### src/hdl/modem_pkg.sv
// Package: constants shared by the host port modem design.
// Assumes a 250 MHz pclk; the radio side is abstracted to byte streams.
package modem_pkg;
  localparam int unsigned CLK_HZ = 250000000;
  localparam int unsigned DEFAULT_BAUD = 9600;
  localparam int unsigned MIN_BAUD = 600;
  localparam int unsigned MAX_BAUD = 115200;
  localparam int unsigned DATA_BITS = 8;
  localparam int unsigned STOP_BITS = 1;
  localparam int unsigned BUF_DEPTH = 96;
  localparam int unsigned CTS_ON_LEVEL = (BUF_DEPTH * 66) / 100;
  localparam int unsigned CTS_OFF_LEVEL = (BUF_DEPTH * 33) / 100;
  localparam int unsigned DIV_DEFAULT = (CLK_HZ + DEFAULT_BAUD / 2) / DEFAULT_BAUD;
  localparam int unsigned DIV_MIN = CLK_HZ / MAX_BAUD;
  localparam int unsigned DIV_MAX = CLK_HZ / MIN_BAUD;
  localparam int unsigned DIV_W = 20;
  localparam int unsigned CNT_W = 7;
  // Edges after reset release before the start-up pin sample is taken
  localparam logic [1:0] BOOT_WAIT = 2'h2;
  // APB register byte addresses
  localparam logic [7:0] REG_CTRL = 8'h00;
  localparam logic [7:0] REG_BAUD_DIV = 8'h04;
  localparam logic [7:0] REG_STATUS = 8'h08;
  localparam logic [7:0] REG_TX_DATA = 8'h0C;
  localparam logic [7:0] REG_RX_DATA = 8'h10;
  // Control fields
  localparam int unsigned CTRL_FLOW_HW = 0;
  localparam int unsigned CTRL_LINK_UP = 1;
  localparam int unsigned CTRL_LINK_DOWN = 2;
  localparam int unsigned CTRL_PKT_VALID = 3;
  localparam logic [31:0] CTRL_RESET = 32'h0000_0001;
  localparam logic [DIV_W-1:0] BAUD_DIV_RESET = 20'h065BA;
  typedef enum logic [1:0] {ST_SHUTDOWN, ST_STANDBY, ST_CONNECTED, ST_CONFIG} mstate_t;
endpackage : modem_pkg

### src/hdl/uart_rx.sv
// Receiver for 8N1 characters from the host line.
// Assumes the line input is already synchronised to pclk.
`timescale 1ns/1ps
`default_nettype none
module uart_rx (
  input wire logic pclk,
  input wire logic presetn,
  input wire logic enable,
  input wire logic [modem_pkg::DIV_W-1:0] div,
  input wire logic line,
  output logic [7:0] data,
  output logic valid
);
  typedef struct packed {
    logic busy;
    logic [3:0] bit_idx;
    logic [modem_pkg::DIV_W-1:0] cnt;
    logic [7:0] shreg;
    logic [7:0] data;
    logic valid;
  } rx_st_t;
  rx_st_t s_q, s_d;

  always_comb begin
    s_d = s_q;
    s_d.valid = 1'b0;
    if (!enable) begin
      s_d.busy = 1'b0;
    end else if (!s_q.busy) begin
      if (!line) begin
        s_d.busy = 1'b1;
        s_d.bit_idx = 4'h0;
        s_d.cnt = div >> 1;
      end
    end else if (s_q.cnt != '0) begin
      s_d.cnt = s_q.cnt - 1'b1;
    end else begin
      s_d.cnt = div - 1'b1;
      s_d.bit_idx = s_q.bit_idx + 4'h1;
      if (s_q.bit_idx == 4'h0) begin
        if (line) s_d.busy = 1'b0;
      end else if (s_q.bit_idx <= 4'h8) begin
        s_d.shreg = {line, s_q.shreg[7:1]};
      end else begin
        s_d.busy = 1'b0;
        if (line) begin
          s_d.data = s_q.shreg;
          s_d.valid = 1'b1;
        end
      end
    end
  end

  always_ff @(posedge pclk or negedge presetn) begin
    if (!presetn) s_q <= '0;
    else s_q <= s_d;
  end

  assign data = s_q.data;
  assign valid = s_q.valid;
endmodule : uart_rx
`default_nettype wire

### src/hdl/uart_tx.sv
// Transmitter of 8N1 characters toward the host line.
// Assumes the data source holds data until ready is seen with start.
`timescale 1ns/1ps
`default_nettype none
module uart_tx (
  input wire logic pclk,
  input wire logic presetn,
  input wire logic [modem_pkg::DIV_W-1:0] div,
  input wire logic start,
  input wire logic [7:0] data,
  output logic ready,
  output logic line
);
  typedef struct packed {
    logic busy;
    logic [3:0] bit_idx;
    logic [modem_pkg::DIV_W-1:0] cnt;
    logic [9:0] shreg;
    logic line;
  } tx_st_t;
  tx_st_t s_q, s_d;

  always_comb begin
    s_d = s_q;
    if (!s_q.busy) begin
      s_d.line = 1'b1;
      if (start) begin
        s_d.busy = 1'b1;
        s_d.shreg = {1'b1, data, 1'b0};
        s_d.bit_idx = 4'h0;
        s_d.cnt = '0;
      end
    end else if (s_q.cnt != '0) begin
      s_d.cnt = s_q.cnt - 1'b1;
    end else if (s_q.bit_idx == 4'hA) begin
      s_d.busy = 1'b0;
      s_d.line = 1'b1;
    end else begin
      s_d.line = s_q.shreg[0];
      s_d.shreg = {1'b1, s_q.shreg[9:1]};
      s_d.bit_idx = s_q.bit_idx + 4'h1;
      s_d.cnt = div - 1'b1;
    end
  end

  always_ff @(posedge pclk or negedge presetn) begin
    if (!presetn) s_q <= '{busy: 1'b0, bit_idx: 4'h0, cnt: '0, shreg: 10'h3FF, line: 1'b1};
    else s_q <= s_d;
  end

  assign ready = !s_q.busy;
  assign line = s_q.line;
endmodule : uart_tx
`default_nettype wire

### src/hdl/radio_modem_host_port.sv
// Host serial port and connection state control of a radio packet modem.
// Assumes the radio engine is reached through APB registers; pins synchronous-free.
// Contract
// - Host characters are eight data bits, one stop bit, no parity.
// - Baud rate selectable from 600 to 115200, same on both sides.
// - Flow control either by CTS output or none.
// - Run while sleep input low, shut down while it is high, except in configuration mode, which ignores sleep.
// - In shutdown, no serial or radio traffic until sleep is removed.
// - Exactly three normal states: shutdown, standby, connected.
// - Enter standby after power-up and whenever no link is active.
// - Remote connection request in standby moves at once to connected.
// - Host data in standby sends a connection request to the remote.
// - Remote data goes to host on RXD byte for byte, unchanged.
// - The four control inputs are active low; sleep_req is active high here, shutting down while it is high.
// - Indicator outputs are active low; config_mode is active high here, high while in configuration mode.
// - RXD and TXD carry true, non-inverted levels.
// - Force-default input sets host baud to 9600.
// - Config-entry low at reset starts in configuration mode.
// - Reset input resets the whole device to start-up behaviour.
// - Packet-ready indicator asserted while a valid packet is held.
// - 96-byte receive buffer; CTS on at 66 percent, off below 33.
// - Config-entry input sampled only during start-up.
`timescale 1ns/1ps
`default_nettype none
module radio_modem_host_port #(
  parameter int unsigned BUF_DEPTH = modem_pkg::BUF_DEPTH
) (
  input wire logic pclk,
  input wire logic presetn,
  input wire logic psel,
  input wire logic penable,
  input wire logic pwrite,
  input wire logic [7:0] paddr,
  input wire logic [31:0] pwdata,
  output logic [31:0] prdata,
  output logic pready,
  output logic pslverr,
  input wire logic txd,
  output logic rxd,
  output logic cts_n,
  input wire logic sleep_req,
  input wire logic setup_n,
  input wire logic default_baud_n,
  output logic packet_ready_indicator_n,
  output logic connect_req,
  output logic config_mode,
  output logic [1:0] state
);
  localparam int unsigned CW = modem_pkg::CNT_W;

  typedef struct packed {
    logic [2:0] sync1;
    logic [2:0] sync2;
    logic started;
    logic [1:0] boot;
    logic cfg;
    logic force_def;
    logic flow_hw;
    logic link_up;
    logic pkt_valid;
    logic [modem_pkg::DIV_W-1:0] div;
    modem_pkg::mstate_t st;
    logic [CW-1:0] wr;
    logic [CW-1:0] rd;
    logic [CW-1:0] cnt;
    logic cts_n;
    logic connect_req;
    logic [7:0] tx_byte;
    logic tx_pend;
    logic [31:0] prdata;
    logic pready;
    logic pslverr;
  } st_t;
  st_t s_q, s_d;

  logic [7:0] buf_mem [BUF_DEPTH];
  logic [7:0] rx_byte;
  logic rx_valid;
  logic tx_ready;
  logic tx_line;
  logic comm_en;
  logic tx_start;
  logic rx_push;
  logic [modem_pkg::DIV_W-1:0] eff_div;

  function automatic logic [CW-1:0] ptr_inc(input logic [CW-1:0] p);
    if (p == CW'(BUF_DEPTH - 1)) begin
      ptr_inc = '0;
    end else begin
      ptr_inc = p + 1'b1;
    end
  endfunction : ptr_inc

  assign comm_en = (s_q.st != modem_pkg::ST_SHUTDOWN) && s_q.started;
  // Forcing the rate leaves the stored divider untouched; reset reloads it before the next start-up
  assign eff_div = s_q.force_def ? modem_pkg::DIV_W'(modem_pkg::DIV_DEFAULT) : s_q.div;
  assign tx_start = comm_en && s_q.tx_pend && tx_ready;
  // A full buffer drops the byte rather than overwrite the oldest one
  assign rx_push = rx_valid && comm_en && s_q.cnt != CW'(BUF_DEPTH);

  uart_rx u_rx (
    .pclk(pclk),
    .presetn(presetn),
    .enable(comm_en),
    .div(eff_div),
    .line(txd),
    .data(rx_byte),
    .valid(rx_valid)
  );

  uart_tx u_tx (
    .pclk(pclk),
    .presetn(presetn),
    .div(eff_div),
    .start(tx_start),
    .data(s_q.tx_byte),
    .ready(tx_ready),
    .line(tx_line)
  );

  always_comb begin
    logic wr_acc;
    logic rd_acc;
    logic push;
    logic pop;
    wr_acc = psel && penable && !s_q.pready && pwrite;
    rd_acc = psel && penable && !s_q.pready && !pwrite;
    s_d = s_q;
    s_d.sync1 = {sleep_req, setup_n, default_baud_n};
    s_d.sync2 = s_q.sync1;
    s_d.pready = 1'b0;
    s_d.pslverr = 1'b0;
    s_d.connect_req = 1'b0;
    push = 1'b0;
    pop = 1'b0;
    // Start-up sample waits until both synchroniser stages hold the pins
    if (!s_q.started) begin
      if (s_q.boot == modem_pkg::BOOT_WAIT) begin
        s_d.started = 1'b1;
        s_d.cfg = !s_q.sync2[1];
        s_d.force_def = !s_q.sync2[0];
      end else begin
        s_d.boot = s_q.boot + 2'h1;
      end
    end
    // Connection state machine
    case (s_q.st)
      modem_pkg::ST_SHUTDOWN: begin
        if (!s_q.sync2[2]) s_d.st = modem_pkg::ST_STANDBY;
      end
      modem_pkg::ST_STANDBY: begin
        if (s_q.sync2[2]) s_d.st = modem_pkg::ST_SHUTDOWN;
        else if (s_q.link_up) s_d.st = modem_pkg::ST_CONNECTED;
        else if (rx_valid) s_d.connect_req = 1'b1;
      end
      modem_pkg::ST_CONNECTED: begin
        if (s_q.sync2[2]) s_d.st = modem_pkg::ST_SHUTDOWN;
        else if (!s_q.link_up) s_d.st = modem_pkg::ST_STANDBY;
      end
      modem_pkg::ST_CONFIG: begin
        // Sleep is ignored here; only a reset leaves configuration
        s_d.st = modem_pkg::ST_CONFIG;
      end
      default: s_d.st = modem_pkg::ST_STANDBY;
    endcase
    if (!s_q.started && s_q.boot == modem_pkg::BOOT_WAIT && !s_q.sync2[1]) begin
      s_d.st = modem_pkg::ST_CONFIG;
    end
    // Host bytes into the receive buffer; a full buffer drops the byte
    if (rx_push) begin
      push = 1'b1;
    end
    // Cleared before the bus decode so that a packet marked in this cycle survives
    if (tx_start) begin
      s_d.tx_pend = 1'b0;
      s_d.pkt_valid = 1'b0;
    end
    // APB access: one wait state, answer in the cycle after penable rises
    // Writes land at the first access edge; the master holds until pready anyway
    if (wr_acc) begin
      s_d.pready = 1'b1;
      case (paddr)
        modem_pkg::REG_CTRL: begin
          s_d.flow_hw = pwdata[modem_pkg::CTRL_FLOW_HW];
          if (pwdata[modem_pkg::CTRL_LINK_UP]) s_d.link_up = 1'b1;
          if (pwdata[modem_pkg::CTRL_LINK_DOWN]) s_d.link_up = 1'b0;
          if (pwdata[modem_pkg::CTRL_PKT_VALID]) s_d.pkt_valid = 1'b1;
        end
        modem_pkg::REG_BAUD_DIV: begin
          if (pwdata[modem_pkg::DIV_W-1:0] >= modem_pkg::DIV_W'(modem_pkg::DIV_MIN)
              && pwdata[modem_pkg::DIV_W-1:0] <= modem_pkg::DIV_W'(modem_pkg::DIV_MAX))
            s_d.div = pwdata[modem_pkg::DIV_W-1:0];
          else s_d.pslverr = 1'b1;
        end
        modem_pkg::REG_TX_DATA: begin
          // Remote bytes only forwarded while connected and no byte is already pending
          if (s_q.st == modem_pkg::ST_CONNECTED && !s_q.tx_pend) begin
            s_d.tx_byte = pwdata[7:0];
            s_d.tx_pend = 1'b1;
          end else s_d.pslverr = 1'b1;
        end
        default: s_d.pslverr = 1'b1;
      endcase
    end else if (rd_acc) begin
      s_d.pready = 1'b1;
      s_d.prdata = '0;
      case (paddr)
        modem_pkg::REG_CTRL: begin
          s_d.prdata[modem_pkg::CTRL_FLOW_HW] = s_q.flow_hw;
          s_d.prdata[modem_pkg::CTRL_LINK_UP] = s_q.link_up;
          s_d.prdata[modem_pkg::CTRL_PKT_VALID] = s_q.pkt_valid;
        end
        modem_pkg::REG_BAUD_DIV: s_d.prdata[modem_pkg::DIV_W-1:0] = eff_div;
        modem_pkg::REG_STATUS: begin
          s_d.prdata[1:0] = s_q.st;
          s_d.prdata[2] = s_q.cfg;
          s_d.prdata[3] = s_q.force_def;
          s_d.prdata[4] = s_q.tx_pend;
          s_d.prdata[5] = !s_q.cts_n;
          s_d.prdata[14:8] = s_q.cnt;
        end
        modem_pkg::REG_RX_DATA: begin
          // Reading an empty buffer returns zero with bit 8 clear
          if (s_q.cnt != '0) begin
            s_d.prdata[7:0] = buf_mem[s_q.rd];
            s_d.prdata[8] = 1'b1;
            pop = 1'b1;
          end
        end
        default: s_d.pslverr = 1'b1;
      endcase
    end
    // Link loss purges any byte waiting for the host
    if (s_q.st != modem_pkg::ST_CONNECTED) s_d.tx_pend = 1'b0;
    if (push) s_d.wr = ptr_inc(s_q.wr);
    if (pop) s_d.rd = ptr_inc(s_q.rd);
    s_d.cnt = s_q.cnt + CW'(push) - CW'(pop);
    // Hysteresis keeps CTS from chattering near one threshold
    if (!s_q.flow_hw) s_d.cts_n = 1'b1;
    else if (s_d.cnt >= CW'(modem_pkg::CTS_ON_LEVEL)) s_d.cts_n = 1'b0;
    else if (s_d.cnt < CW'(modem_pkg::CTS_OFF_LEVEL)) s_d.cts_n = 1'b1;
  end

  // No reset: entries are only read behind the fill count
  always_ff @(posedge pclk) begin
    if (rx_push) begin
      buf_mem[s_q.wr] <= rx_byte;
    end
  end

  always_ff @(posedge pclk or negedge presetn) begin
    if (!presetn) begin
      s_q <= '0;
      // Synchronisers start at the inactive pin levels
      s_q.sync1 <= 3'h3;
      s_q.sync2 <= 3'h3;
      s_q.flow_hw <= modem_pkg::CTRL_RESET[modem_pkg::CTRL_FLOW_HW];
      s_q.div <= modem_pkg::BAUD_DIV_RESET;
      s_q.st <= modem_pkg::ST_STANDBY;
      s_q.cts_n <= 1'b1;
    end else begin
      s_q <= s_d;
    end
  end

  logic rxd_q;
  always_ff @(posedge pclk or negedge presetn) begin
    if (!presetn) begin
      rxd_q <= 1'b1;
    end else begin
      rxd_q <= comm_en ? tx_line : 1'b1;
    end
  end

  logic pri_n_q;
  always_ff @(posedge pclk or negedge presetn) begin
    if (!presetn) begin
      pri_n_q <= 1'b1;
    end else begin
      pri_n_q <= !s_d.pkt_valid;
    end
  end

  assign rxd = rxd_q;
  assign cts_n = s_q.cts_n;
  assign packet_ready_indicator_n = pri_n_q;
  assign connect_req = s_q.connect_req;
  assign config_mode = s_q.cfg;
  assign state = s_q.st;
  assign prdata = s_q.prdata;
  assign pready = s_q.pready;
  assign pslverr = s_q.pslverr;
endmodule : radio_modem_host_port
`default_nettype wire

### config.mk
export PLATFORM = sky130hd
export DESIGN_NAME = radio_modem_host_port
export DESIGN_NICKNAME = d
export VERILOG_FILES = /design/src/hdl/modem_pkg.sv /design/src/hdl/uart_rx.sv /design/src/hdl/uart_tx.sv /design/src/hdl/radio_modem_host_port.sv
export SDC_FILE = /design/constraint.sdc
export NUM_CORES = 1
export LEC_CHECK = 0
export ABC_CLOCK_PERIOD_IN_PS = 11400
export BUFFER_PORTS_ARGS = -buffer_cell sky130_fd_sc_hd__buf_2
export CAP_MARGIN = 40
export CORE_ASPECT_RATIO = 0.6
export CORE_UTILIZATION = 40
export DETAILED_ROUTE_END_ITERATION = 6
export SKIP_LAST_GASP = 1
export SYNTH_ARGS = -nofsm -noshare
export SYNTH_HDL_FRONTEND = slang
export SYNTH_SLANG_ARGS = --single-unit
### constraint.sdc
create_clock -name pclk -period 11.4 [get_ports pclk]
set_clock_uncertainty 0.1 [all_clocks]
set_input_delay 2.28 -clock pclk [delete_from_list [all_inputs] [get_ports pclk]]
set_output_delay 2.28 -clock pclk [all_outputs]
set_load 0.005 [all_outputs]
==> results of run 1 <==
==> flip-flops by register name, indices dropped and copies added (netlist names), 2 cells and up <==
| register | count |
|---|---|
| buf_mem | 768 |
| prdata | 20 |
| s_d | 3 |
| s_q | 60 |
| state | 2 |
| u_rx.data | 8 |
| u_rx.s_q | 33 |
| u_tx.s_q | 35 |
==> worst max-delay path: stages <==
cell and delay [ps]:
buf_2 150, or3_1 710, nor3_2 310, buf_4 300, ha_1 290, inv_1 60, ha_1 160, inv_1 60
fa_1 420, nand2b_1 160, a21oi_1 200, nor2_1 80, xnor2_1 140, and3_1 160, maj3_1 340, o21ai_0 160
==> per-stage QoR <==
stage          cell area, µm²  worst slack, ps  instances  utilization [%]
2_1_floorplan           39130             5640       2385                -
3_3_place_gp            40660             5228       3636            42.15
3_5_place_dp            41010             5230       3663            42.51
4_1_cts                 43710             5981       3817            45.32
5_1_grt                 43790             5761       3827            45.40
6_report                43800             5947       3829            45.41
==> Yosys cell counts, types with 10 or more instances <==
master	count	share of area [%]
ha_1	20	0.64
o21ai_0	98	1.3
o22ai_1	22	0.35
or4_1	10	0.19
mux2i_1	46	1.2
or2_2	10	0.16
nor2_1	199	1.9
nand3_1	41	0.53
mux2_2	54	1.6
inv_1	36	0.35
mux4_2	190	11
edfxtp_1	768	59
nand2_1	132	1.3
nand4_1	16	0.26
xnor2_1	18	0.40
nor4_1	13	0.21
nor3_1	45	0.58
buf_4	36	0.69
dfstp_2	29	1.9
buf_1	13	0.12
dfrtp_1	141	9.0
xor2_1	13	0.29
a221oi_1	10	0.22
buf_2	21	0.27
a22oi_1	22	0.42
nand2b_1	14	0.22
nor2b_1	31	0.50
a211oi_1	14	0.27
clkbuf_1	80	0.77
o211ai_1	12	0.23
a21oi_1	48	0.61
or3_1	24	0.38
==> worst paths after layout <==
path | from | end | slack [ps] | cells past startpoint
hold / removal | s_d[98]$_DFF_PN0_ | s_q[98]$_DFF_PN0_ | 260 | 0
setup / recovery | pwrite | cts_n$_DFFE_PN1P_ | 5950 | 16
setup reg to reg | state[0]$_DFFE_PN1P_ | buf_mem[54][1]$_DFFE_PP_ | 7060 | 7
min in group asynchronous | presetn | u_tx.s_q[33]$_DFFE_PN0P_ | 1490 | 1
hold reg to reg | s_d[98]$_DFF_PN0_ | s_q[98]$_DFF_PN0_ | 260 | 0
max in group asynchronous | presetn | u_rx.data[0]$_DFFE_PN0P_ | 8400 | 2
==> layer usage <==
layer | routed length [µm] | vias to the layer above
met3 | 11680 | 149
met5 | 13 | -
met2 | 41450 | 1051
met4 | 1740 | 2
met1 | 47160 | 11650
li1 | - | 9503
==> power groups by stage <==
| stage | Combinational (µW) | Clock (µW) | Sequential, µW |
|---|---|---|---|
| 2_1_floorplan | 269 | 0 | 3860 |
| 3_3_place_gp | 343 | 0 | 3890 |
| 3_5_place_dp | 352 | 0 | 3890 |
| 4_1_cts | 354 | 2880 | 3820 |
| 5_1_grt | 400 | 3010 | 3840 |
| 6_report | 357 | 2830 | 3830 |
==> cell type report <==
type                    instances  area (µm²)
clock inverters                39       369.1
fillers                      8306       52660
inverters                      37       138.9
multi-input cells            1258       10910
repair buffers                135        1033
clock buffers                 115        2335
diodes                          2       5.005
well taps                    1305        1633
flip-flops and latches        938       27370
==> kinds of logic (layout without fill, tap and decap cells) <==
| logic type | Yosys count | in the layout | share of synthesized area [%] |
|---|---|---|---|
| compound gates | 325 | 325 | 5.567 |
| xor+xnor | 31 | 31 | 0.6947 |
| fa+ha+maj | 22 | 22 | 0.7171 |
| buf+inv | 189 | 326 | 2.250 |
| flops | 938 | 938 | 69.98 |
| mux | 290 | 290 | 13.68 |
| other cells | 1 | 14 | 0.009594 |
| simple gates | 578 | 578 | 7.097 |
==> impl_metrics.json, run 1 <==
{
  "synthDistinctLibCells": 83,
  "hp-class": "flop to flop",
  "p_switching_uw": 1593,
  "violations": "design-rule violations",
  "rsz0062_at_grt": "no",
  "synth_cells": 2374,
  "use_met3_pct": 7.645,
  "crit_path_max_fanout": 21,
  "wl_per_cell_um": 26.65,
  "cts_root_buf": "clkbuf_16",
  "p_clk_share_pct": 40.4,
  "drcViolationCount": 6,
  "seq_power_share_pct": 54.5,
  "insertion_delay_ps": 700,
  "cap_violations": 0,
  "intPower_uw": 5427,
  "fin_setup_tns_ps": 0,
  "crit_required_ps": 11920,
  "final_max_slew_viol_count": 0,
  "synth_seq_cells": 938,
  "async_flop_share_pct": 18.12,
  "yosysWarningCount": 0,
  "clock_sinks": 938,
  "outcome": "finished, violations left",
  "port_buffers": 65,
  "clk_pin_slew_ps": 70,
  "grt_use_met1_pct": 32.24,
  "syn_area_mm2": 0.03908,
  "synth_area_per_cell_um2": 16.46,
  "start_util_pct": 40.52,
  "globalRouteMet2Util_pct": 26.93,
  "drtPass1Iterations": 7,
  "coreArea_mm2": 0.09645,
  "crit_arrival_ps": 5970,
  "post_drt_via_cell_ratio": 5.839,
  "syn2layout_area_growth_pct": 12.06,
  "final_common_cell": "edfxtp_1",
  "finalHoldViolCount": 0,
  "fmax_mhz": 183.4,
  "seq_area_frac_synth_pct": 69.98,
  "io_pins": 90,
  "antenna_found_initial": 4,
  "rows": 88,
  "top_usage_layer": "met1",
  "final_cell_mix": "edfxtp_1, nor2_1, mux4_2, nand2_1, dfrtp_1",
  "overflow": 0,
  "drtIter0Drc": 2676,
  "synth_edf_count": 768,
  "hold_buffers": 0,
  "die_h_um": 244.1,
  "clockBufferDepth": 3,
  "timing.final.crit_period_ps": 5453,
  "synthFlopType": "edfxtp_1",
  "swShare_pct": 22.69,
  "grt_use_total_pct": 20.68,
  "power.density_mw_per_mm2": 160.3,
  "num_vias": 22360,
  "cp-end-kind": "flop",
  "dp_hpwl_mm": 67.15,
  "p_comb_share_pct": 5.1,
  "grt_pass1_vias": 21570,
  "period_share_pct": 47.83,
  "die-area_mm2": 0.09901,
  "grt_start_max_net_pins": 95,
  "critPathKind": "input pin to flop",
  "cts-buffers-inserted": 85,
  "grt_pass1_wl_mm": 149.1,
  "slew_headroom_pct": 36.56,
  "htreeDepth": 3,
  "nNetsFinal": 2525,
  "crit_path_start_kind": "input pin",
  "drive_gt1_share_pct": 22.56,
  "gp_congestion": 0.9483,
  "cts_tree": "built",
  "vdd_ir_drop_max_mv": 0.1469,
  "routed_wirelength_mm": 102.0,
  "p_leak_uw": 0.01465,
  "postRouteAntennaNets": 0,
  "setup_violations": 0,
  "fp.dieW_um": 405.6,
  "timing.hold.ws_ps": 258.3,
  "power_uw": 7020,
  "max_slew.worst_pin.slew_ps": 948.1,
  "cts_setup_buffers": 0,
  "cts-resized-gates": 0
}
Power figures use the tool's default switching activity.
==> run 2, diff against run 1 <==
- ABC_CLOCK_PERIOD_IN_PS: 11400 -> 5090
- clock period: 11.4 -> 5.09 ns (I/O delays scaled with it)
==> run 2 against run 1 <==
  * The run now ends clean
  * Hold slack worse by 7.0 ps
  * Count of clock-buffer cells in the layout is 1 higher
  * Sequential power up 120%
  * Combinational power is 130% higher
  * Final area increased by 1.6%
  * Total power is 130% higher
==> impl_metrics.json, run 2 (same netlist as run 1, synthesis figures left out) <==
{
  "cts_tree": "built",
  "crit_path_max_fanout": 8,
  "outcome": "complete, no violations",
  "reg2reg_to": "cts_n$_DFFE_PN1P_",
  "gp_congestion": 0.9446,
  "drtIter0Drc": 2804,
  "cp-end-kind": "flop",
  "largest_reg_flops": 768,
  "io_pins": 90,
  "die_h_um": 244.1,
  "clock_sinks": 938,
  "coreArea_mm2": 0.09645,
  "rows": 88,
  "r2r_start": "s_q[48]$_DFF_PN0_",
  "syn2layout_area_growth_pct": 13.84,
  "grt_pass1_vias": 21740,
  "die-area_mm2": 0.09901,
  "nFillCells": 8247,
  "drtPass1Iterations": 6,
  "crit_path_start_kind": "flop",
  "slew_headroom_pct": 34.78,
  "routed_wirelength_mm": 101.0,
  "num_vias": 22560,
  "crit_arrival_ps": 4510,
  "drive_gt1_share_pct": 24.67,
  "rsz0062_at_grt": "no",
  "port_buffers": 65,
  "postRouteAntennaNets": 0,
  "clk_pin_slew_ps": 60,
  "fp.dieW_um": 405.6,
  "period_share_pct": 78.52,
  "final_cells": 3905,
  "p_leak_uw": 0.01510,
  "antenna_found_initial": 3,
  "grt_start_max_net_pins": 88,
  "cts_root_buf": "clkbuf_16",
  "hold_end": "s_q[98]$_DFF_PN0_",
  "regMostFlops": "buf_mem",
  "hold_start": "s_d[98]$_DFF_PN0_",
  "hp-class": "flop to flop",
  "overflow": 0,
  "drcViolationCount": 0,
  "finalHoldViolCount": 0,
  "dp_cells": 3741,
  "max_slew.worst_pin.slew_ps": 974.8,
  "hold_buffers": 0,
  "grt_use_total_pct": 20.51,
  "critPathKind": "flop to flop",
  "cts-resized-gates": 0,
  "timing.final.crit_period_ps": 3997,
  "min_path_cells": 0,
  "start_util_pct": 40.52,
  "r2r_slack_ps": 1090,
  "vdd_ir_drop_max_mv": 0.2790,
  "nNetsFinal": 2597,
  "fin_setup_tns_ps": 0,
  "final_max_slew_viol_count": 0,
  "post_drt_via_cell_ratio": 5.776,
  "final_common_cell": "edfxtp_1",
  "wl_per_cell_um": 25.86,
  "worstRegToRegCells": 18,
  "power.density_mw_per_mm2": 361.4,
  "insertion_delay_ps": 690,
  "cts_setup_buffers": 0,
  "setup_violations": 0,
  "htreeDepth": 3,
  "cts-buffers-inserted": 86,
  "crit_required_ps": 5600,
  "dp_hpwl_mm": 68.64,
  "fmax_mhz": 250.2,
  "cap_violations": 0,
  "top_regs": "buf_mem (768), s_q (60), u_tx.s_q (35)",
  "grt_pass1_wl_mm": 148.6,
  "final_cell_mix": "edfxtp_1, nor2_1, mux4_2, nand2_1, dfrtp_1",
  "clockBufferDepth": 3
}
## run 2: changes by cell type in the layout (fill, tap and decap cells not counted), sizes merged
cell	before	now
clkinv	29	25
buf	135	206
inv	40	41
bufinv	4	11
clkbuf	115	116
## run 2: metrics by stage
step                      total power, µW  cell area, µm²  util [%]  setup slack, ps  hold slack [ps]
after floorplan                      9244           39130         -            592.0            231.2
after global placement               9477           41390     42.92            562.5            231.8
after detailed placement             9515           41550     43.08            731.9            238.5
after CTS                           16190           44470     46.10             1128            253.9
after global routing                16600           44490     46.13            832.5            260.0
final                               16080           44500     46.13             1093            251.2
## run 2: worst max-delay path, cell delays in order, from the launching register on
cell	delay (ps)
dfrtp_1	490
inv_1	110
ha_1	190
nor3b_1	140
nand3_1	110
and3_1	370
inv_1	180
ha_1	320
inv_1	60
ha_1	170
inv_1	60
fa_1	420
nand2b_1	160
a21oi_1	180
nor2_1	80
xnor2_1	130
and3_1	150
maj3_1	350
o21ai_0	140
## run 2: layout make-up
type                       count  area (µm²)  area share (%)
antenna                        2       5.005         0.01125
clock buffer                 116        2305           5.180
clock inverter                43       609.3           1.369
inverter                      37       138.9          0.3121
multi-input combinational   1258       10910           24.52
sequential                   938       27370           61.52
tap                         1305        1633           3.670
timing repair buffer         206        1521           3.419
## run 2: power by group
group | total (µW) | switching [µW] | internal, µW
combinational | 806 | 471 | 335
sequential | 8570 | 199 | 8370
clock | 6700 | 2910 | 3790
## run 2: how the worst max path moves through the flow
| stage | start | end | slack, ps | cells after the start |
|---|---|---|---|---|
| after global routing | s_q[48]$_DFF_PN0_ | cts_n$_DFFE_PN1P_ | 830 | 18 |
| final | s_q[48]$_DFF_PN0_ | cts_n$_DFFE_PN1P_ | 1090 | 18 |
| after floorplan | paddr[1] | cts_n$_DFFE_PN1P_ | 590 | 17 |
| after detailed placement | paddr[1] | cts_n$_DFFE_PN1P_ | 730 | 17 |
| after CTS | s_q[48]$_DFF_PN0_ | cts_n$_DFFE_PN1P_ | 1130 | 18 |
| after global placement | paddr[1] | cts_n$_DFFE_PN1P_ | 560 | 17 |
## run 2: layer usage
layer,part of all wire (%),global-route usage (%)
met1,47,32.46
met2,40,26.74
met3,11,7.011
met4,1.9,4.484
met5,0,0
